File: config.mk
export PLATFORM = sky130hd
export DESIGN_NAME = tmwm_top
export DESIGN_NICKNAME = d
export VERILOG_FILES = /design/src/tmwm_pkg.sv /design/src/tmwm_mode_decode.sv /design/src/tmwm_top.sv
export SDC_FILE = /design/constraint.sdc
export NUM_CORES = 1
export LEC_CHECK = 0
export BUFFER_PORTS_ARGS = -buffer_cell sky130_fd_sc_hd__clkbuf_2
export CAP_MARGIN = 20
export CORE_MARGIN = 2
export CORE_UTILIZATION = 56
export DETAILED_ROUTE_END_ITERATION = 10
export PLACE_DENSITY_LB_ADDON = 0.15
export SYNTH_ARGS = -nofsm -noshare
export SYNTH_HDL_FRONTEND = slang
export SYNTH_SLANG_ARGS = --single-unit
File: constraint.sdc
create_clock -name SYS_CLK -period 6.21 [get_ports SYS_CLK]
set_input_delay 0.621 -clock SYS_CLK [delete_from_list [all_inputs] [get_ports SYS_CLK]]
set_output_delay 0.621 -clock SYS_CLK [all_outputs]
set_load 0.005 [all_outputs]
File: src/tmwm_pkg.sv
// package for the timer waveform and compare output mode control block
// shared by the decoder and the bus-facing top module
package tmwm_pkg;
    // register index printed for control register a; its byte address is four times it
    localparam logic [7:0] CTRL_A_INDEX = 8'h2F;
    // byte addresses of the registers on the ahb-lite slave
    localparam logic [7:0] CTRL_A_OFFSET = {CTRL_A_INDEX[5:0], 2'h0};
    localparam logic [7:0] CTRL_B_OFFSET = 8'h30;
    localparam logic [7:0] PORT_CTRL_OFFSET = 8'h34;
    localparam logic [7:0] TIMING_OFFSET = 8'h38;
    localparam logic [7:0] STATUS_OFFSET = 8'h3C;
    // control register a fields
    localparam int CHAN_A_MODE_LSB = 6;
    localparam int CHAN_B_MODE_LSB = 4;
    localparam int WGM_LOW_LSB = 0;
    localparam logic [7:0] CTRL_A_WRITE_MASK = 8'hF3;
    // control register b fields
    localparam int WGM_HIGH_LSB = 3;
    localparam logic [7:0] CTRL_B_WRITE_MASK = 8'hDF;
    localparam logic [7:0] CTRL_A_RESET = 8'h00;
    localparam logic [7:0] CTRL_B_RESET = 8'h00;
    // fixed top values
    localparam logic [15:0] TOP_MAX = 16'hFFFF;
    localparam logic [15:0] TOP_8BIT = 16'h00FF;
    localparam logic [15:0] TOP_9BIT = 16'h01FF;
    localparam logic [15:0] TOP_10BIT = 16'h03FF;
    localparam logic [15:0] BOTTOM = 16'h0000;

    typedef enum logic [2:0] {
        TMWM_NORMAL,
        TMWM_CLEAR_ON_MATCH,
        TMWM_FAST_PWM,
        TMWM_PHASE_CORRECT,
        TMWM_PHASE_FREQ_CORRECT,
        TMWM_RESERVED
    } tmwm_kind_t;

    typedef enum logic [1:0] {
        TMWM_TOP_FIXED,
        TMWM_TOP_CMP_A,
        TMWM_TOP_CAPTURE
    } tmwm_top_src_t;

    // update point / overflow point
    typedef enum logic [1:0] {
        TMWM_AT_IMMEDIATE,
        TMWM_AT_TOP,
        TMWM_AT_BOTTOM,
        TMWM_AT_MAX
    } tmwm_point_t;
endpackage : tmwm_pkg

File: src/tmwm_mode_decode.sv
// waveform mode decoder: four-bit mode number to counting kind, top, update and overflow points
// purely combinational; the caller supplies compare value a and capture value
`timescale 1ns/1ps
module tmwm_mode_decode (
    // mode and top sources
    input wire logic [3:0] waveform_mode,
    input wire logic [15:0] compare_value_a,
    input wire logic [15:0] capture_value,
    // decoded
    output tmwm_pkg::tmwm_kind_t kind,
    output tmwm_pkg::tmwm_top_src_t top_src,
    output logic [15:0] top_value,
    output tmwm_pkg::tmwm_point_t update_point,
    output tmwm_pkg::tmwm_point_t overflow_point
);
    always_comb begin
        kind = tmwm_pkg::TMWM_RESERVED;
        top_src = tmwm_pkg::TMWM_TOP_FIXED;
        top_value = tmwm_pkg::TOP_MAX;
        update_point = tmwm_pkg::TMWM_AT_IMMEDIATE;
        overflow_point = tmwm_pkg::TMWM_AT_MAX;
        unique case (waveform_mode)
            4'h0: begin
                kind = tmwm_pkg::TMWM_NORMAL;
            end
            4'h4, 4'hC: begin
                kind = tmwm_pkg::TMWM_CLEAR_ON_MATCH;
                top_src = waveform_mode[3] ? tmwm_pkg::TMWM_TOP_CAPTURE
                                           : tmwm_pkg::TMWM_TOP_CMP_A;
            end
            4'h1, 4'h2, 4'h3, 4'hA, 4'hB: begin
                kind = tmwm_pkg::TMWM_PHASE_CORRECT;
                update_point = tmwm_pkg::TMWM_AT_TOP;
                overflow_point = tmwm_pkg::TMWM_AT_BOTTOM;
                if (waveform_mode[3]) begin
                    top_src = waveform_mode[0] ? tmwm_pkg::TMWM_TOP_CMP_A
                                               : tmwm_pkg::TMWM_TOP_CAPTURE;
                end
            end
            4'h5, 4'h6, 4'h7, 4'hE, 4'hF: begin
                kind = tmwm_pkg::TMWM_FAST_PWM;
                update_point = tmwm_pkg::TMWM_AT_BOTTOM;
                overflow_point = tmwm_pkg::TMWM_AT_TOP;
                if (waveform_mode[3]) begin
                    top_src = waveform_mode[0] ? tmwm_pkg::TMWM_TOP_CMP_A
                                               : tmwm_pkg::TMWM_TOP_CAPTURE;
                end
            end
            4'h8, 4'h9: begin
                kind = tmwm_pkg::TMWM_PHASE_FREQ_CORRECT;
                update_point = tmwm_pkg::TMWM_AT_BOTTOM;
                overflow_point = tmwm_pkg::TMWM_AT_BOTTOM;
                top_src = waveform_mode[0] ? tmwm_pkg::TMWM_TOP_CMP_A
                                           : tmwm_pkg::TMWM_TOP_CAPTURE;
            end
            // mode 13 stays reserved: outputs hold, no overflow point applies
            4'hD: begin
                kind = tmwm_pkg::TMWM_RESERVED;
            end
        endcase
        unique case (top_src)
            tmwm_pkg::TMWM_TOP_CMP_A: top_value = compare_value_a;
            tmwm_pkg::TMWM_TOP_CAPTURE: top_value = capture_value;
            tmwm_pkg::TMWM_TOP_FIXED: begin
                unique case (waveform_mode[1:0])
                    2'h1: top_value = tmwm_pkg::TOP_8BIT;
                    2'h2: top_value = tmwm_pkg::TOP_9BIT;
                    2'h3: top_value = tmwm_pkg::TOP_10BIT;
                    2'h0: top_value = tmwm_pkg::TOP_MAX;
                endcase
            end
            default: top_value = tmwm_pkg::TOP_MAX;
        endcase
    end
endmodule : tmwm_mode_decode

File: src/tmwm_top.sv
// timer waveform mode and compare output mode control, with ahb-lite register slave
// assumes the counter core drives counter value, direction and a count enable;
// the pin drivers and port logic sit outside and use the pin override signals
//
// Functional notes
// nonzero output mode routes compare output to pin
// pin driven only when port direction is output
// non-pwm: disconnect, toggle, clear, set on match
// fast pwm: non-inverting or inverting, bottom restores
// pwm mode 1: toggle A only when bit3 set
// fast pwm compare equal top ignored, bottom acts
// dual slope: mode 2 clear up, set down
// control a bits 1:0 hold low mode bits
// normal/clear-on-match: immediate update, overflow at max
// phase correct: update at top, overflow at bottom
// fast pwm: update at bottom, overflow at top
// phase-frequency correct: update and overflow at bottom
// software must never select mode thirteen
// control b bits 4:3 hold high mode bits
// dual slope extremes give constant output levels
// control a bits 3:2 read zero, reset zero
//
// Register access over AHB-Lite was chosen for this implementation.
`timescale 1ns/1ps
module tmwm_top (
    // clock and reset
    input wire logic SYS_CLK,
    input wire logic RST,
    // ahb-lite slave
    input wire logic HSEL,
    input wire logic [7:0] HADDR,
    input wire logic [1:0] HTRANS,
    input wire logic HWRITE,
    input wire logic [2:0] HSIZE,
    input wire logic HREADY,
    input wire logic [31:0] HWDATA,
    output logic [31:0] HRDATA,
    output logic HREADYOUT,
    output logic HRESP,
    // counter core
    input wire logic COUNT_EN,
    input wire logic [15:0] COUNTER_VALUE,
    input wire logic COUNT_DOWN,
    input wire logic [15:0] CAPTURE_VALUE,
    input wire logic [15:0] COMPARE_VALUE_A,
    input wire logic [15:0] COMPARE_VALUE_B,
    // decoded timing for the counter core
    output logic [15:0] TOP_VALUE,
    output logic COMPARE_UPDATE,
    output logic OVERFLOW_SET,
    // pins
    output logic COMPARE_OUT_A,
    output logic COMPARE_OUT_B,
    output logic PIN_OVERRIDE_A,
    output logic PIN_OVERRIDE_B,
    output logic PIN_OE_A_N,
    output logic PIN_OE_B_N
);
    logic [7:0] ctrl_a_reg;
    logic [7:0] ctrl_b_reg;
    logic [1:0] port_dir_reg;
    logic wr_pend_reg;
    logic [7:0] wr_addr_reg;
    logic [31:0] rdata_next;
    logic [3:0] waveform_mode;
    logic [1:0] chan_a_output_mode;
    logic [1:0] chan_b_output_mode;
    logic [15:0] top_value;
    tmwm_pkg::tmwm_kind_t kind;
    tmwm_pkg::tmwm_top_src_t top_src;
    tmwm_pkg::tmwm_point_t update_point;
    tmwm_pkg::tmwm_point_t overflow_point;
    logic at_top;
    logic at_bottom;
    logic at_max;
    logic pwm_kind;
    logic dual_slope;
    logic out_a_reg;
    logic out_b_reg;
    logic out_a_next;
    logic out_b_next;
    logic update_reg;
    logic overflow_reg;

    // bus address phase
    logic addr_ok;
    assign addr_ok = HSEL && HREADY && HTRANS[1];

    assign chan_a_output_mode = ctrl_a_reg[tmwm_pkg::CHAN_A_MODE_LSB +: 2];
    assign chan_b_output_mode = ctrl_a_reg[tmwm_pkg::CHAN_B_MODE_LSB +: 2];
    assign waveform_mode = {ctrl_b_reg[tmwm_pkg::WGM_HIGH_LSB +: 2],
                            ctrl_a_reg[tmwm_pkg::WGM_LOW_LSB +: 2]};

    tmwm_mode_decode u_decode (
        .waveform_mode(waveform_mode),
        .compare_value_a(COMPARE_VALUE_A),
        .capture_value(CAPTURE_VALUE),
        .kind(kind),
        .top_src(top_src),
        .top_value(top_value),
        .update_point(update_point),
        .overflow_point(overflow_point)
    );

    assign at_top = COUNTER_VALUE == top_value;
    assign at_bottom = COUNTER_VALUE == tmwm_pkg::BOTTOM;
    assign at_max = COUNTER_VALUE == tmwm_pkg::TOP_MAX;
    assign pwm_kind = kind == tmwm_pkg::TMWM_FAST_PWM || dual_slope;
    assign dual_slope = kind == tmwm_pkg::TMWM_PHASE_CORRECT
                        || kind == tmwm_pkg::TMWM_PHASE_FREQ_CORRECT;

    // one output channel's next level; is_b selects the reserved-toggle case
    function automatic logic chan_next(
        input logic cur,
        input logic [1:0] mode,
        input logic is_b,
        input logic [15:0] cmp,
        input tmwm_pkg::tmwm_kind_t k,
        input logic wgm3,
        input logic [15:0] cnt,
        input logic [15:0] top,
        input logic down
    );
        logic match;
        logic res;
        match = cnt == cmp;
        res = cur;
        unique case (k)
            tmwm_pkg::TMWM_NORMAL, tmwm_pkg::TMWM_CLEAR_ON_MATCH: begin
                if (match) begin
                    unique case (mode)
                        2'h1: res = ~cur;
                        2'h2: res = 1'b0;
                        2'h3: res = 1'b1;
                        2'h0: res = cur;
                    endcase
                end
            end
            tmwm_pkg::TMWM_FAST_PWM: begin
                if (mode == 2'h1) begin
                    if (wgm3 && !is_b && match) res = ~cur;
                end else if (mode[1]) begin
                    // a match on top is dropped so the bottom action alone shapes the pulse
                    if (cnt == tmwm_pkg::BOTTOM) res = ~mode[0];
                    else if (match && cmp != top) res = mode[0];
                end
            end
            tmwm_pkg::TMWM_PHASE_CORRECT, tmwm_pkg::TMWM_PHASE_FREQ_CORRECT: begin
                if (mode == 2'h1) begin
                    if (wgm3 && !is_b && match) res = ~cur;
                end else if (mode[1]) begin
                    // extremes: compare at bottom holds low, at top holds high (non-inverting)
                    if (cmp == tmwm_pkg::BOTTOM) res = mode[0];
                    else if (cmp >= top) res = ~mode[0];
                    else if (match) res = down ? ~mode[0] : mode[0];
                end
            end
            default: res = cur;
        endcase
        return res;
    endfunction : chan_next

    assign out_a_next = chan_next(out_a_reg, chan_a_output_mode, 1'b0, COMPARE_VALUE_A, kind,
                                  waveform_mode[3], COUNTER_VALUE, top_value, COUNT_DOWN);
    assign out_b_next = chan_next(out_b_reg, chan_b_output_mode, 1'b1, COMPARE_VALUE_B, kind,
                                  waveform_mode[3], COUNTER_VALUE, top_value, COUNT_DOWN);

    // compare output levels, advanced on timer clock enable
    always_ff @(posedge SYS_CLK or posedge RST) begin
        if (RST) begin
            out_a_reg <= 1'b0;
            out_b_reg <= 1'b0;
        end else if (COUNT_EN) begin
            out_a_reg <= out_a_next;
            out_b_reg <= out_b_next;
        end
    end

    // update and overflow pulses, one cycle after the counter state that earns them
    always_ff @(posedge SYS_CLK or posedge RST) begin
        if (RST) begin
            update_reg <= 1'b0;
            overflow_reg <= 1'b0;
        end else begin
            update_reg <= 1'b0;
            overflow_reg <= 1'b0;
            if (COUNT_EN) begin
                unique case (update_point)
                    tmwm_pkg::TMWM_AT_IMMEDIATE: update_reg <= 1'b1;
                    tmwm_pkg::TMWM_AT_TOP: update_reg <= at_top;
                    tmwm_pkg::TMWM_AT_BOTTOM: update_reg <= at_bottom;
                    tmwm_pkg::TMWM_AT_MAX: update_reg <= at_max;
                endcase
                unique case (overflow_point)
                    tmwm_pkg::TMWM_AT_MAX: overflow_reg <= at_max
                        && kind != tmwm_pkg::TMWM_RESERVED;
                    tmwm_pkg::TMWM_AT_BOTTOM: overflow_reg <= at_bottom;
                    tmwm_pkg::TMWM_AT_TOP: overflow_reg <= at_top;
                    tmwm_pkg::TMWM_AT_IMMEDIATE: overflow_reg <= 1'b0;
                endcase
            end
        end
    end

    // pin takeover: any set mode bit connects, unless pwm mode 1 (on A only with bit3 clear, on B always)
    always_comb begin
        PIN_OVERRIDE_A = |chan_a_output_mode;
        PIN_OVERRIDE_B = |chan_b_output_mode;
        if (pwm_kind && chan_a_output_mode == 2'h1 && !waveform_mode[3]) begin
            PIN_OVERRIDE_A = 1'b0;
        end
        if (pwm_kind && chan_b_output_mode == 2'h1) begin
            PIN_OVERRIDE_B = 1'b0;
        end
    end

    assign PIN_OE_A_N = !(PIN_OVERRIDE_A && port_dir_reg[0]);
    assign PIN_OE_B_N = !(PIN_OVERRIDE_B && port_dir_reg[1]);
    assign COMPARE_OUT_A = out_a_reg;
    assign COMPARE_OUT_B = out_b_reg;
    assign TOP_VALUE = top_value;
    assign COMPARE_UPDATE = update_reg;
    assign OVERFLOW_SET = overflow_reg;

    // bus write: capture address phase, write in the data phase
    always_ff @(posedge SYS_CLK or posedge RST) begin
        if (RST) begin
            wr_pend_reg <= 1'b0;
            wr_addr_reg <= 8'h00;
        end else begin
            wr_pend_reg <= addr_ok && HWRITE;
            if (addr_ok) wr_addr_reg <= HADDR;
        end
    end

    always_ff @(posedge SYS_CLK or posedge RST) begin
        if (RST) begin
            ctrl_a_reg <= tmwm_pkg::CTRL_A_RESET;
            ctrl_b_reg <= tmwm_pkg::CTRL_B_RESET;
            port_dir_reg <= 2'h0;
        end else if (wr_pend_reg) begin
            unique case (wr_addr_reg)
                tmwm_pkg::CTRL_A_OFFSET:
                    ctrl_a_reg <= HWDATA[7:0] & tmwm_pkg::CTRL_A_WRITE_MASK;
                tmwm_pkg::CTRL_B_OFFSET:
                    ctrl_b_reg <= HWDATA[7:0] & tmwm_pkg::CTRL_B_WRITE_MASK;
                tmwm_pkg::PORT_CTRL_OFFSET:
                    port_dir_reg <= HWDATA[1:0];
                default: ;
            endcase
        end
    end

    // read data registered from the address phase so it stands in the data phase
    always_comb begin
        rdata_next = 32'h0000_0000;
        unique case (HADDR)
            tmwm_pkg::CTRL_A_OFFSET: rdata_next = {24'h000000, ctrl_a_reg};
            tmwm_pkg::CTRL_B_OFFSET: rdata_next = {24'h000000, ctrl_b_reg};
            tmwm_pkg::PORT_CTRL_OFFSET: rdata_next = {30'h0, port_dir_reg};
            tmwm_pkg::TIMING_OFFSET: rdata_next = {16'h0000, top_value};
            tmwm_pkg::STATUS_OFFSET: rdata_next = {22'h0, PIN_OVERRIDE_B, PIN_OVERRIDE_A,
                                                   out_b_reg, out_a_reg, 1'b0, kind,
                                                   top_src};
            default: rdata_next = 32'h0000_0000;
        endcase
    end

    always_ff @(posedge SYS_CLK or posedge RST) begin
        if (RST) begin
            HRDATA <= 32'h0000_0000;
        end else if (addr_ok && !HWRITE) begin
            HRDATA <= rdata_next;
        end
    end

    assign HREADYOUT = 1'b1;
    assign HRESP = 1'b0;
endmodule : tmwm_top

Word level (Yosys, flattened, before mapping)
Index checks and enable logic that the tools add are counted.

$add $sub $neg: 0. Multipliers: 0. Div/mod/pow operators: 0. Order comparisons: 2. Eq/ne operators: 65. Shifts and indexed selects: 0. Muxes and demuxes: 43. Bitwise operators: 4. Reductions and logical operators: 47.

Operator list (count): $pmux W16 S5 (1); $pmux W16 S4 (1); $eq A16 B16 Y1 (3); $eq A8 B6 Y1 const B (6); $logic_not A16 Y1 (3); $pmux W16 S3 (1); $eq A4 B4 Y1 const B (8); $ge A16 B16 Y1 (2); $ne A16 B16 Y1 (2); $mux W1 (27); $eq A2 B2 Y1 const B (11); $pmux W3 S6 (1); $eq A16 B16 Y1 const B (1); $eq A4 B3 Y1 const B (4); $eq A8 B8 Y1 const B (2); $ne A2 B2 Y1 const B (8); $reduce_or A7 Y1 (2); $logic_and A1 B1 Y1 (13); $eq A2 B1 Y1 const B (6); $logic_not A2 Y1 (6); $pmux W1 S3 (4); $reduce_or A2 Y1 (6); $reduce_and A10 Y1 (1); $reduce_or A10 Y1 (1); other kinds (23) (41).

Register bits: 60. Latch bits: 0. RAM bits: 0. Memory bits (read-only): 0. Output and inout port bits: 58. Logic and storage cells: 171. Memories: 0.

Depth between registers and ports, before layout
Gate-level depths: netlist of run 1.

Depth after elaboration: 12. Gate-level depth with buffers: 18. Depth with buffers taken out: 15.

By module
Synthesis of run 1 repeated with hierarchy kept, for this count alone.

Cell total of the unflattened synthesis: 534. Area total of the unflattened synthesis: 4630.7 um2.

By module, submodules not included: tmwm_top (times used 1, cells an instance 461, area each 4063.9 um2, seq. area each 1101.1 um2); tmwm_mode_decode (times used 1, cells an instance 73, area each 566.8 um2, seq. area each 0.0 um2).

Least setup slack after synthesis of run 1
No wires, ideal clock.

Path kind: register to register. From: reg ctrl_a_reg[0]. To: reg out_a_reg (netlist: COMPARE_OUT_A). Setup time: 125 ps. Arrival: 4057 ps. Required time: 6085 ps. Slack: 2028 ps. Cell stages (with the launch flop): 19. Path buffers: 3. Period minus slack after synthesis: 4182 ps. Path through: dfrtp_1 -> buf_2 -> inv_1 -> ha_1 -> buf_6 -> nor4_4 -> nor3_2 -> or2_0 -> buf_6 -> o311ai_4 -> inv_1 -> ha_1 -> nand4_1 -> or4_1 -> a31oi_1 -> o41ai_1 -> mux2i_1 -> a311o_1 -> mux2_2.

Longest elaborated chain between the ends: 11. Elaborated cells between the ends (all ways): 57. Classes of those cells: 1 x order compare; 31 x eq/ne; 11 x mux; 14 x reduce/logical.

RTL lines: start: declaration (line tmwm_top.sv:59) `logic [7:0] ctrl_a_reg;`; start signal: assignment (line tmwm_top.sv:238) `ctrl_a_reg <= tmwm_pkg::CTRL_A_RESET;`; start signal: assignment (line tmwm_top.sv:244) `ctrl_a_reg <= HWDATA[7:0] & tmwm_pkg::CTRL_A_WRITE_MASK;`; $eq A4 B1 Y1, or another cell as far along (line tmwm_mode_decode.sv:22) `unique case (waveform_mode)`; $reduce_or A10 Y1 (no line), or another cell as far along; $pmux W2 S3 (line tmwm_mode_decode.sv:22); $eq A2 B2 Y1, or another cell as far along (line tmwm_mode_decode.sv:61) `unique case (top_src)`; $pmux W16 S3 * (line tmwm_mode_decode.sv:61); via TOP_VALUE[9] (line tmwm_top.sv:48) `output logic [15:0] TOP_VALUE,`; $ge A16 B16 Y1 (line tmwm_top.sv:154) `else if (cmp >= top) res = ~mode[0];`; $mux W1 (line tmwm_top.sv:154); $mux W1 (line tmwm_top.sv:153) `if (cmp == tmwm_pkg::BOTTOM) res = mode[0];`; $mux W1 (line tmwm_top.sv:151) `end else if (mode[1]) begin`; $mux W1 (line tmwm_top.sv:149) `if (mode == 2'h1) begin`; $pmux W1 S3 (line tmwm_top.sv:128) `unique case (k)`; end signal: assignment (line tmwm_top.sv:174) `out_a_reg <= out_a_next;`; end: declaration (line tmwm_top.sv:78) `logic out_a_reg;`.

Mark *: on every way through the listed nets, which the timed path passes. The rest lies on a longest branch. The select of a mux whose other input is x is not followed. A chain may end at the register's enable or synchronous reset.

Final worst setup path of run 1
From: reg ctrl_a_reg[1]. To: reg out_b_reg (netlist: COMPARE_OUT_B).

Longest elaborated chain between the ends: 11. Elaborated cells between the ends (all ways): 57. Classes of those cells: 1 x order compare; 33 x eq/ne; 9 x mux; 14 x reduce/logical.

RTL lines: $eq A4 B1 Y1, or another cell as far along (line tmwm_mode_decode.sv:22); $reduce_or A10 Y1 (no line), or another cell as far along; $pmux W2 S3 (line tmwm_mode_decode.sv:22); $eq A2 B2 Y1, or another cell as far along (line tmwm_mode_decode.sv:61); $pmux W16 S3 (line tmwm_mode_decode.sv:61); $ge A16 B16 Y1 (line tmwm_top.sv:154); $mux W1 (line tmwm_top.sv:154); $mux W1 (line tmwm_top.sv:153); $mux W1 (line tmwm_top.sv:151); $mux W1 (line tmwm_top.sv:149); $pmux W1 S3 (line tmwm_top.sv:128); end signal: assignment (line tmwm_top.sv:175) `out_b_reg <= out_b_next;`; end: declaration (line tmwm_top.sv:79) `logic out_b_reg;`.

Several ways; a longest one is shown, not always the timed one. The select of a mux whose other input is x is not followed.

==> results of run 1 <==
-- logic make-up (layout without fill, tap and decap cells) --
family | after synthesis | count (layout) | synth area share [%]
multiplexers | 33 | 33 | 7.427
buffers and inverters | 91 | 183 | 8.703
AO/OA/AOI/OAI | 140 | 140 | 21.24
adder cells (fa/ha/maj) | 40 | 40 | 10.21
flip-flops | 44 | 44 | 22.46
AND/OR/NAND/NOR | 206 | 206 | 22.67
other | 2 | 18 | 0.1532
XOR/XNOR | 40 | 40 | 7.146
-- worst reg2reg max path: stages, from the launching register on --
cell	delay, ns
dfrtp_1	0.54
inv_1	0.12
ha_1	0.38
nor4_4	0.61
nor3_2	0.14
or2_0	0.43
a221oi_1	0.67
ha_1	0.26
nand4_1	0.17
nor3_1	0.50
o211ai_1	0.24
a41oi_1	0.42
nand3b_1	0.18
nand4_1	0.10
mux2_2	0.26
-- layout by cell type, fill, tap and decap left out, types with 13 or more instances in the layout --
cell and instances:
nor2_1 35, nand4_1 18, xor2_1 17, inv_1 42
a221oi_1 17, nand2b_1 13, nor2b_1 14, nand2_1 49
nor4_1 20, conb_1 18, xnor2_1 23, mux2_2 27
a21oi_1 19, clkbuf_2 127, ha_1 40, o21ai_0 33
dfrtp_1 44
-- worst max path at each step --
| stage | to | cells past startpoint | from |
|---|---|---|---|
| floorplan | COMPARE_OUT_A | 18 | ctrl_a_reg[0] |
| global placement | COMPARE_OUT_A | 14 | ctrl_a_reg[1] |
| global route | COMPARE_OUT_B | 14 | ctrl_a_reg[1] |
| finish | COMPARE_OUT_B | 14 | ctrl_a_reg[1] |
| detailed placement | COMPARE_OUT_B | 14 | ctrl_a_reg[1] |
| CTS | COMPARE_OUT_B | 14 | ctrl_a_reg[1] |
-- report_power, final --
part | internal [mW] | switching, mW | leakage, nW
clock | 0.0761 | 0.0905 | 0.0400
sequential | 0.313 | 0.0275 | 0.551
combinational | 0.152 | 0.204 | 2.01
-- layout make-up --
class / instances / area share [%]
clock buffers: 5 / 1.229
clock inverters: 2 / 0.2235
inverters: 42 / 2.816
multi-input cells: 477 / 61.35
flip-flops and latches: 44 / 19.67
well taps: 108 / 2.414
repair buffers: 134 / 12.29
-- metrics by stage --
| stage | hold WS, ns | instances | util, % | total power [mW] |
|---|---|---|---|---|
| CTS | 0.4535 | 812 | 65.14 | 0.8655 |
| finish | 0.4331 | 812 | 65.14 | 0.8627 |
| detailed placement | 0.4696 | 805 | 64.20 | 0.6957 |
| global placement | 0.4632 | 805 | 64.20 | 0.6844 |
| global route | 0.5126 | 812 | 65.14 | 0.9223 |
| floorplan | 0.4706 | 612 | - | 0.5666 |
-- metal layers --
| metal | routed length (um) | GRT usage, % | part of all wire (%) | up-vias |
|---|---|---|---|---|
| met1 | 6350 | 43.44 | 41 | 2421 |
| met5 | 0 | 0 | 0 | - |
| met3 | 1567 | 4.892 | 10 | 24 |
| li1 | - | - | - | 2402 |
| met4 | 250 | 6.944 | 1.6 | 0 |
| met2 | 7319 | 53.16 | 47 | 282 |
==> results.txt, run 1 <==
Max incr delay on CP: 0.67 ns
Worst Path Required: 6.39 ns
Clk sinks: 44
Fin Setup TNS: 0 ns
Yosys top cell by area: dfrtp_1
Final wirelength: 15.49 mm
Post-route ant nets: 0
Pleak: 2.602 nW
Fmax: 195.0 MHz
# rows: 34
Chip width: 97.56 um
Seq/Total Area, Yosys: 22.46%
Latest clock arrival within the worst-skew pair: 0.29 ns
Post-Syn Area: 0.004902 mm2
Die area: 0.009518 mm2
Port Buffers: 127
Layout area overhead: 14.19%
Per-cell routed wire length: 19.08 um
PwrDens: 154.1 mW/mm2
Max-slew violation count: 0
Htree depth: 2
Clk buf depth: 2
Startpoint Class: flop
FF+latch count, synth: 44
Die height: 97.56 um
Antenna violations before repair: 0
Post-DP HPWL: 12.69 mm
Hold Vio Cnt, Final: 0
Cells after synthesis: 596
Multi-input gate area: 0.003435 mm2
Max IR drop VDD: 0.1337 mV
Layout cells sized above 1: 25.85%
Vias per inst: 6.317
RR Startpoint: ctrl_a_reg[1]
Global-route wire length before repair: 24.50 mm
Setup Fix Bufs, Post-CTS: 0
Hold buffers post-CTS: 0
Status: finished clean
Most used DFF post-synth: dfrtp_1
Max Cap Violations: 0
Hold crit path type: in2async
Pre-CTS setup slack: 1.220 ns
Core area: 0.008593 mm2
Final Cell Area: 0.005598 mm2
Final worst setup slack: 1.082 ns
Clock-pin slew on the worst setup and hold paths: 0.08 ns
Worst-path fanout max: 14
Async SR Flop Fraction: 100.0%
Remaining Overflow, GRT: 0
Worst-margin pin slew: 0.9021 ns
GRT Total Usage: 31.75%
CP top delay family: simple AND/OR/NAND/NOR gates
Post-synth top area share: 22.46%
Mean post-synth cell area: 8.225 um2
TritonCTS clock tree: built
Skew final: 0.007409 ns
CP Class: reg2reg
Most frequent cell after synthesis: nand2_1
Placer Congestion: 0.9536
Fillers: 822
Netlist cell types: 67
Pre-antenna DRT Iters: 5
Final Cycle Share: 82.58%
Number of diodes: 0
EDFF count, synth: 0
Synth area leaders: dfrtp_1 (22%), ha_1 (10%), mux2_2 (6.2%)
CP cell instances: inv_1, ha_1, nor4_4, nor3_2, or2_0, a221oi_1, ha_1, nand4_1, nor3_1, o211ai_1, a41oi_1, nand3b_1, nand4_1, mux2_2
Post-synth top cells: nand2_1 (49), dfrtp_1 (44), inv_1 (42)
WP data arrival: 5.31 ns
Crit. End Element: flop
DR iter-0 viols: 410
TritonCTS Buffers: 5
Vias: 5,129
FF+latch area: 0.001101 mm2
Num ports: 174
Worst Path Buf+Inv: 1
Largest net degree at the start of global routing: 45
# setup viols final: 0
Synth warn: 0
Post-cts repair resize count: 0
DRC: 0
Critical-path top delay cell: a221oi_1
Max_slew headroom: 39.74%
Initial Util: 57.05%
Worst R2R Path Depth: 14
RSZ-0062 raised after global routing: no
Register-to-register setup slack: 1.08 ns
Final #Nets: 860
DP Area: 0.005517 mm2
R2R Path End: COMPARE_OUT_B
Number of global-route vias before repair: 4,747
Root Driver: clkbuf_8
Largest register FFs: 16
Post-layout minimum cycle time: 5.128 ns
(Power assumes the default switching activity.)
==> run 2: changes to the inputs <==
--- a/config.mk
+++ b/config.mk
@@ -8,7 +8,7 @@
 export BUFFER_PORTS_ARGS = -buffer_cell sky130_fd_sc_hd__clkbuf_2
 export CAP_MARGIN = 20
 export CORE_MARGIN = 2
-export CORE_UTILIZATION = 56
+export CORE_UTILIZATION = 52
 export DETAILED_ROUTE_END_ITERATION = 10
 export PLACE_DENSITY_LB_ADDON = 0.15
 export SYNTH_ARGS = -nofsm -noshare
==> constraint.sdc (replaced) <==
create_clock -name SYS_CLK -period 4.8 [get_ports SYS_CLK]
set_input_delay 0.48 -clock SYS_CLK [delete_from_list [all_inputs] [get_ports SYS_CLK]]
set_output_delay 0.48 -clock SYS_CLK [all_outputs]
set_load 0.005 [all_outputs]
==> run 2 against run 1 <==
Net effect:
- clock power grew 29%
- core utilization is 2.8 points lower
- critical path depth rose by 1
- global-route usage grew 0.67 points
- design area up 2.4%
- largest cell class unchanged
- register-to-register slack got worse by 0.76 ns
- clock skew rose by 0.00057 ns
- sequential cell count stayed put
- total power increased by 32%
- worst setup slack worse by 0.76 ns
- clock-buffer cell count rose by 1
==> results.txt, run 2 (same netlist as run 1, synthesis figures left out) <==
CP Class: reg2reg (unchanged)
Port Buffers: 127 (unchanged)
TritonCTS clock tree: built (unchanged)
Pleak: 2.683 nW (was 2.602 nW)
Vias per inst: 6.185 (was 6.317)
Core area: 0.009196 mm2 (was 0.008593 mm2)
Post-cts repair resize count: 0 (unchanged)
Max_slew headroom: 54.32% (was 39.74%)
Max IR drop VDD: 0.1222 mV (was 0.1337 mV)
Number of diodes: 0 (unchanged)
Number of global-route vias before repair: 4,923 (was 4,747)
Layout cells sized above 1: 27.56% (was 25.85%)
Critical-path top delay cell: or2_0 (was a221oi_1)
Htree depth: 2 (unchanged)
Commonest non-fill, non-tap cells in the layout: clkbuf_2 (127), nand2_1 (49), dfrtp_1 (44) (unchanged)
Clock-pin slew on the worst setup and hold paths: 0.08 ns (about the same)
Max Cap Violations: 0 (unchanged)
DRC: 0 (unchanged)
# setup viols final: 0 (unchanged)
Skew final: 0.007974 ns (was 0.007409 ns)
Fmax: 223.2 MHz (was 195.0 MHz)
Placer Congestion: 0.9661 (was 0.9536)
Chip width: 101.1 um (was 97.56 um)
GRT Total Usage: 32.41% (was 31.75%)
Final worst setup slack: 0.3206 ns (was 1.082 ns)
Max-slew violation count: 0 (unchanged)
Post-route ant nets: 0 (unchanged)
Status: finished clean (unchanged)
Worst-path fanout max: 9 (was 14)
Final Cycle Share: 93.32% (was 82.58%)
Fin Setup TNS: 0 ns (unchanged)
Post-Route Utilization: 62.34% (was 65.14%)
RSZ-0062 raised after global routing: no (unchanged)
Largest net degree at the start of global routing: 45 (unchanged)
Final wirelength: 16.25 mm (was 15.49 mm)
Clk sinks: 44 (unchanged)
Antenna violations before repair: 0 (unchanged)
Setup Fix Bufs, Post-CTS: 0 (unchanged)
Hold buffers post-CTS: 0 (unchanged)
WP data arrival: 4.66 ns (was 5.31 ns)
Latest clock arrival within the worst-skew pair: 0.29 ns (about the same)
Pre-CTS setup slack: 0.4115 ns (was 1.220 ns)
Fillers: 883 (was 822)
Multi-input gate area: 0.003435 mm2 (unchanged)
Num ports: 174 (unchanged)
# rows: 35 (was 34)
Pre-antenna DRT Iters: 6 (was 5)
Final #Nets: 878 (was 860)
Hold Vio Cnt, Final: 0 (unchanged)
Max incr delay on CP: 0.57 ns (was 0.67 ns)
Root Driver: clkbuf_8 (unchanged)
Global-route wire length before repair: 25.80 mm (was 24.50 mm)
PwrDens: 198.3 mW/mm2 (was 154.1 mW/mm2)
Clk buf depth: 2 (unchanged)
DR iter-0 viols: 410 (unchanged)
Per-cell routed wire length: 19.51 um (was 19.08 um)
Layout area overhead: 16.95% (was 14.19%)
Crit. End Element: flop (unchanged)
Startpoint Class: flop (unchanged)
TritonCTS Buffers: 5 (unchanged)
Post-layout minimum cycle time: 4.479 ns (was 5.128 ns)
Die height: 101.1 um (was 97.56 um)
Hold crit path type: in2async (unchanged)
Remaining Overflow, GRT: 0 (unchanged)
Post-DP HPWL: 13.40 mm (was 12.69 mm)
FF+latch area: 0.001101 mm2 (unchanged)
CP cell instances: inv_1, ha_1, o211ai_1, a21boi_0, or2_0, a221o_2, inv_1, ha_1, nand4_1, or4_1, a31oi_1, o41ai_1, mux2i_1, a311o_1, mux2_2 (was inv_1, ha_1, nor4_4, nor3_2, or2_0, a221oi_1, ha_1, nand4_1, nor3_1, o211ai_1, a41oi_1, nand3b_1, nand4_1, mux2_2)
Die area: 0.01022 mm2 (was 0.009518 mm2)
Total power: 1.137 mW (was 0.8627 mW)
Most common cell after layout, fill and taps aside: clkbuf_2 (unchanged)
Worst-margin pin slew: 0.6790 ns (was 0.9021 ns)
Vias: 5,152 (was 5,129)
Initial Util: 53.31% (was 57.05%)
Worst Path Required: 4.98 ns (was 6.39 ns)
Largest register FFs: 16 (unchanged)
## run 2: cell types whose count changed in the layout (fill, tap and decap cells not counted), sizes merged
| cell | previous run | this run |
|---|---|---|
| clkbuf | 132 | 133 |
| clkinvlp | 1 | 0 |
| buf | 7 | 25 |
| inv | 42 | 41 |
| clkinv | 1 | 2 |
## run 2: final cells by class
| type | count | share of cell area [%] |
|---|---|---|
| repair buffers | 152 | 14.36 |
| inverters | 42 | 2.750 |
| clock buffers | 6 | 1.266 |
| well taps | 111 | 2.423 |
| clock inverters | 1 | 0.08730 |
| flip-flops and latches | 44 | 19.21 |
| multi-input cells | 477 | 59.91 |
## run 2: final timing paths
check | startpoint | to | slack [ns] | cells past startpoint
hold / removal | RST | HRDATA[13] | 0.30 | 3
max in group asynchronous | RST | ctrl_b_reg[1] | 4.13 | 3
hold reg to reg | HRDATA[10] | HRDATA[10] | 0.49 | 2
setup reg to reg | ctrl_a_reg[0] | COMPARE_OUT_A | 0.32 | 15
setup / recovery | ctrl_a_reg[0] | COMPARE_OUT_A | 0.32 | 15
min in group SYS_CLK | HWRITE | wr_pend_reg | 0.42 | 3
## run 2: power by group
part	internal (mW)	total, mW	switching [mW]	leakage, nW
combinational	0.210	0.483	0.273	2.09
sequential	0.405	0.438	0.0337	0.551
clock	0.0990	0.215	0.116	0.0410
## run 2: worst max-delay path, delay by kind of cell, from the launching register on
family                     cells  cell delay [ns]
DFF                            1             0.48
AOI/OAI and AO/OA              6             1.50
buffers and inverters          2             0.22
and+or+nand+nor                3             1.29
adders and majority gates      2             0.49
muxes                          2             0.39
## run 2: through the flow
| step | hold slack (ns) | instance area (um2) | cells |
|---|---|---|---|
| global placement | 0.4655 | 5655 | 826 |
| finish | 0.2953 | 5733 | 833 |
| floorplan | 0.4706 | 4962 | 612 |
| detailed placement | 0.4774 | 5655 | 826 |
| CTS | 0.3140 | 5733 | 833 |
| global route | 0.3525 | 5733 | 833 |
## run 2: routing by layer
layer / global-route usage, % / share of wire, % / vias to the layer above / wire [um]
li1: - / - / 2420 / -
met2: 50.89 / 45 / 281 / 7281
met3: 5.201 / 9.3 / 39 / 1507
met4: 10.60 / 3.2 / 0 / 527
met1: 45.45 / 43 / 2412 / 6933
met5: 0 / 0 / - / 0
==> run 3: changes to the inputs <==
--- a/config.mk
+++ b/config.mk
@@ -8,7 +8,8 @@
 export BUFFER_PORTS_ARGS = -buffer_cell sky130_fd_sc_hd__clkbuf_2
 export CAP_MARGIN = 20
 export CORE_MARGIN = 2
-export CORE_UTILIZATION = 52
+export CORE_UTILIZATION = 53
+export CTS_BUF_LIST = sky130_fd_sc_hd__clkbuf_4 sky130_fd_sc_hd__clkbuf_8
 export DETAILED_ROUTE_END_ITERATION = 10
 export PLACE_DENSITY_LB_ADDON = 0.15
 export SYNTH_ARGS = -nofsm -noshare
==> run 3 against run 2 <==
Net effect:
- clock-buffer cell count down 1
- largest cell class unchanged
- global-route usage down 0.68 points
- clock skew down 0.0012 ns
- non-clock buffer count down 4
- sequential cell count unchanged
- sequential power grew 0.9%
- sequential share of layout area decreased by 0.11 points
- critical endpoint unchanged
- combinational power about the same
==> results.txt, run 3 (same netlist as run 1, synthesis figures left out) <==
Pint: 0.7690 mW (was 0.7135 mW)
Die height: 100.2 um (was 101.1 um)
Post-layout minimum cycle time: 4.518 ns (was 4.479 ns)
Post-DP HPWL: 13.01 mm (was 13.40 mm)
Combinational power share: 39.6% (was 42.5%)
Post-Route Utilization: 63.30% (was 62.34%)
Fin Setup TNS: 0 ns (unchanged)
Placed instance count: 822 (was 826)
Total power: 1.212 mW (was 1.137 mW)
Remaining Overflow, GRT: 0 (unchanged)
Final wirelength: 16.03 mm (was 16.25 mm)
Hold crit path type: in2async (unchanged)
Clock share of power: 24.0% (was 18.9%)
Max IR drop VDD: 0.2025 mV (was 0.1222 mV)
Core area: 0.009109 mm2 (was 0.009196 mm2)
Status: finished clean (unchanged)
Max incr delay on CP: 0.49 ns (was 0.57 ns)
# rows: 35 (unchanged)
Per-cell routed wire length: 19.32 um (was 19.51 um)
Final #Nets: 874 (was 878)
DP Area: 0.005625 mm2 (was 0.005655 mm2)
Worst Path Required: 4.99 ns (was 4.98 ns)
Setup Fix Bufs, Post-CTS: 0 (unchanged)
Clk buf depth: 2 (unchanged)
R2R Path End: COMPARE_OUT_A (unchanged)
Vias: 5,168 (was 5,152)
RSZ-0062 raised after global routing: no (unchanged)
Worst-margin pin slew: 0.6981 ns (was 0.6790 ns)
Skew final: 0.006809 ns (was 0.007974 ns)
Final worst setup slack: 0.2819 ns (was 0.3206 ns)
Worst Setup SP: ctrl_a_reg[0] (unchanged)
Pleak: 2.693 nW (was 2.683 nW)
Crit path to: COMPARE_OUT_A (unchanged)
Sw Share: 36.57% (was 37.23%)
Antenna violations before repair: 0 (unchanged)
TritonCTS clock tree: built (unchanged)
Pre-antenna DRT Iters: 5 (was 6)
DRC: 0 (unchanged)
Clock-pin slew on the worst setup and hold paths: 0.09 ns (was 0.08 ns)
PwrDens: 210.3 mW/mm2 (was 198.3 mW/mm2)
Hold_ws: 0.2796 ns (was 0.2953 ns)
CP cell instances: inv_1, ha_1, o211ai_1, a21boi_0, or2_1, o311ai_4, inv_1, ha_1, nand4_1, buf_4, a2111o_1, a31oi_1, o41ai_1, mux2i_1, a311o_1, mux2_2 (was inv_1, ha_1, o211ai_1, a21boi_0, or2_0, a221o_2, inv_1, ha_1, nand4_1, or4_1, a31oi_1, o41ai_1, mux2i_1, a311o_1, mux2_2)
Non-Filler Instances: 830 (was 833)
Max Cap Violations: 0 (unchanged)
Global-route wire length before repair: 25.15 mm (was 25.80 mm)
Root Driver: clkbuf_8 (unchanged)
WL met1: 6.662 mm (was 6.933 mm)
Largest register FFs: 16 (unchanged)
TritonCTS Buffers: 5 (unchanged)
Htree depth: 2 (unchanged)
Commonest non-fill, non-tap cells in the layout: clkbuf_2 (127), nand2_1 (49), dfrtp_1 (44) (unchanged)
Layout area overhead: 17.61% (was 16.95%)
Met2 Routed Length: 7.601 mm (was 7.281 mm)
Final Cycle Share: 94.13% (was 93.32%)
Pre-CTS setup slack: 0.2718 ns (was 0.4115 ns)
Placer Congestion: 0.9403 (was 0.9661)
RR Startpoint: ctrl_a_reg[0] (unchanged)
Largest net degree at the start of global routing: 45 (unchanged)
# setup viols final: 0 (unchanged)
Num ports: 174 (unchanged)
Register-to-register setup slack: 0.28 ns (was 0.32 ns)
Register share of total power: 36.4% (was 38.6%)
Most common cell after layout, fill and taps aside: clkbuf_2 (unchanged)
GRT Total Usage: 31.74% (was 32.41%)
Hold Vio Cnt, Final: 0 (unchanged)
WP data arrival: 4.70 ns (was 4.66 ns)
Critical-path top delay cell: dfrtp_1 (was or2_0)
Number of diodes: 0 (unchanged)
Max-slew violation count: 0 (unchanged)
Net Switching: 0.4435 mW (was 0.4232 mW)
Startpoint Class: flop (unchanged)
Fmax: 221.3 MHz (was 223.2 MHz)
Met3 Wirelength: 1.387 mm (was 1.507 mm)
Max Used Layer: met4 (unchanged)
CP Class: reg2reg (unchanged)
Latest clock arrival within the worst-skew pair: 0.30 ns (was 0.29 ns)
Worst-path fanout max: 9 (unchanged)
Vias per inst: 6.227 (was 6.185)
Clk sinks: 44 (unchanged)
Initial Util: 53.82% (was 53.31%)
Crit. End Element: flop (unchanged)
Port Buffers: 127 (unchanged)
Number of global-route vias before repair: 4,818 (was 4,923)
Max_slew headroom: 53.46% (was 54.32%)
Worst R2R Path Depth: 16 (was 15)
Final Cell Area: 0.005766 mm2 (was 0.005733 mm2)
Layout cells sized above 1: 27.96% (was 27.56%)
Chip width: 100.2 um (was 101.1 um)
DR iter-0 viols: 330 (was 410)
Die area: 0.01004 mm2 (was 0.01022 mm2)
Post-route ant nets: 0 (unchanged)
run 3: changes by cell type in the layout (fill, tap and decap cells not counted):
| cell | change |
|---|---|
| or2_0 | -1 |
| a221oi_1 | -4 |
| buf_4 | -4 |
| bufinv_16 | +1 |
| clkinvlp_4 | +1 |
| or2_1 | +1 |
| inv_1 | +1 |
| clkinv_1 | -1 |
| clkbuf_1 | -1 |
| inv_6 | +1 |
| a221oi_2 | +4 |
| clkinv_2 | -1 |
run 3: how the worst min path moves through the flow:
stage,start,to,slack [ns]
2_1_floorplan,wr_addr_reg[4],wr_addr_reg[4],0.47
3_3_place_gp,HRDATA[11],HRDATA[11],0.47
3_5_place_dp,HRDATA[15],HRDATA[15],0.48
4_1_cts,RST,HRDATA[11],0.31
5_1_grt,RST,HRDATA[11],0.33
6_report,RST,HRDATA[11],0.28
run 3: layer usage:
layer | GRT usage, % | vias to the layer above
met4 | 8.851 | 0
met3 | 5.014 | 37
met1 | 43.67 | 2447
met2 | 51.83 | 269
met5 | 0 | -
li1 | - | 2415
run 3: layout make-up:
cell class	instances	area (um2)
Clock buffer	5	68.82
Multi-Input combinational cell	477	3460
Sequential cell	44	1101
Clock inverter	3	46.29
Fill cell	822	3343
Tap cell	111	138.9
Timing Repair Buffer	148	793.3
Inverter	42	157.7
run 3: repair_timing:
item	CTS	global route
setup endpoints to repair	0	2
endpoints found under the hold margin	0	0
gates resized for setup	0	5
hold buffers	0	0
run 3: power by group through the flow:
stage	Clock [mW]	Sequential (mW)	Combinational, mW
6_report	0.291	0.442	0.480
5_1_grt	0.310	0.446	0.526
4_1_cts	0.296	0.440	0.471
3_5_place_dp	0	0.447	0.469
3_3_place_gp	0	0.444	0.455
2_1_floorplan	0	0.435	0.298
run 3: worst max-delay path: cells and delay by family, from the launching register on:
| family | cells | cell delay [ns] |
|---|---|---|
| compound gates | 7 | 1.93 |
| fa+ha+maj | 2 | 0.57 |
| buf+inv | 3 | 0.44 |
| flops | 1 | 0.49 |
| mux | 2 | 0.40 |
| simple gates | 2 | 0.59 |
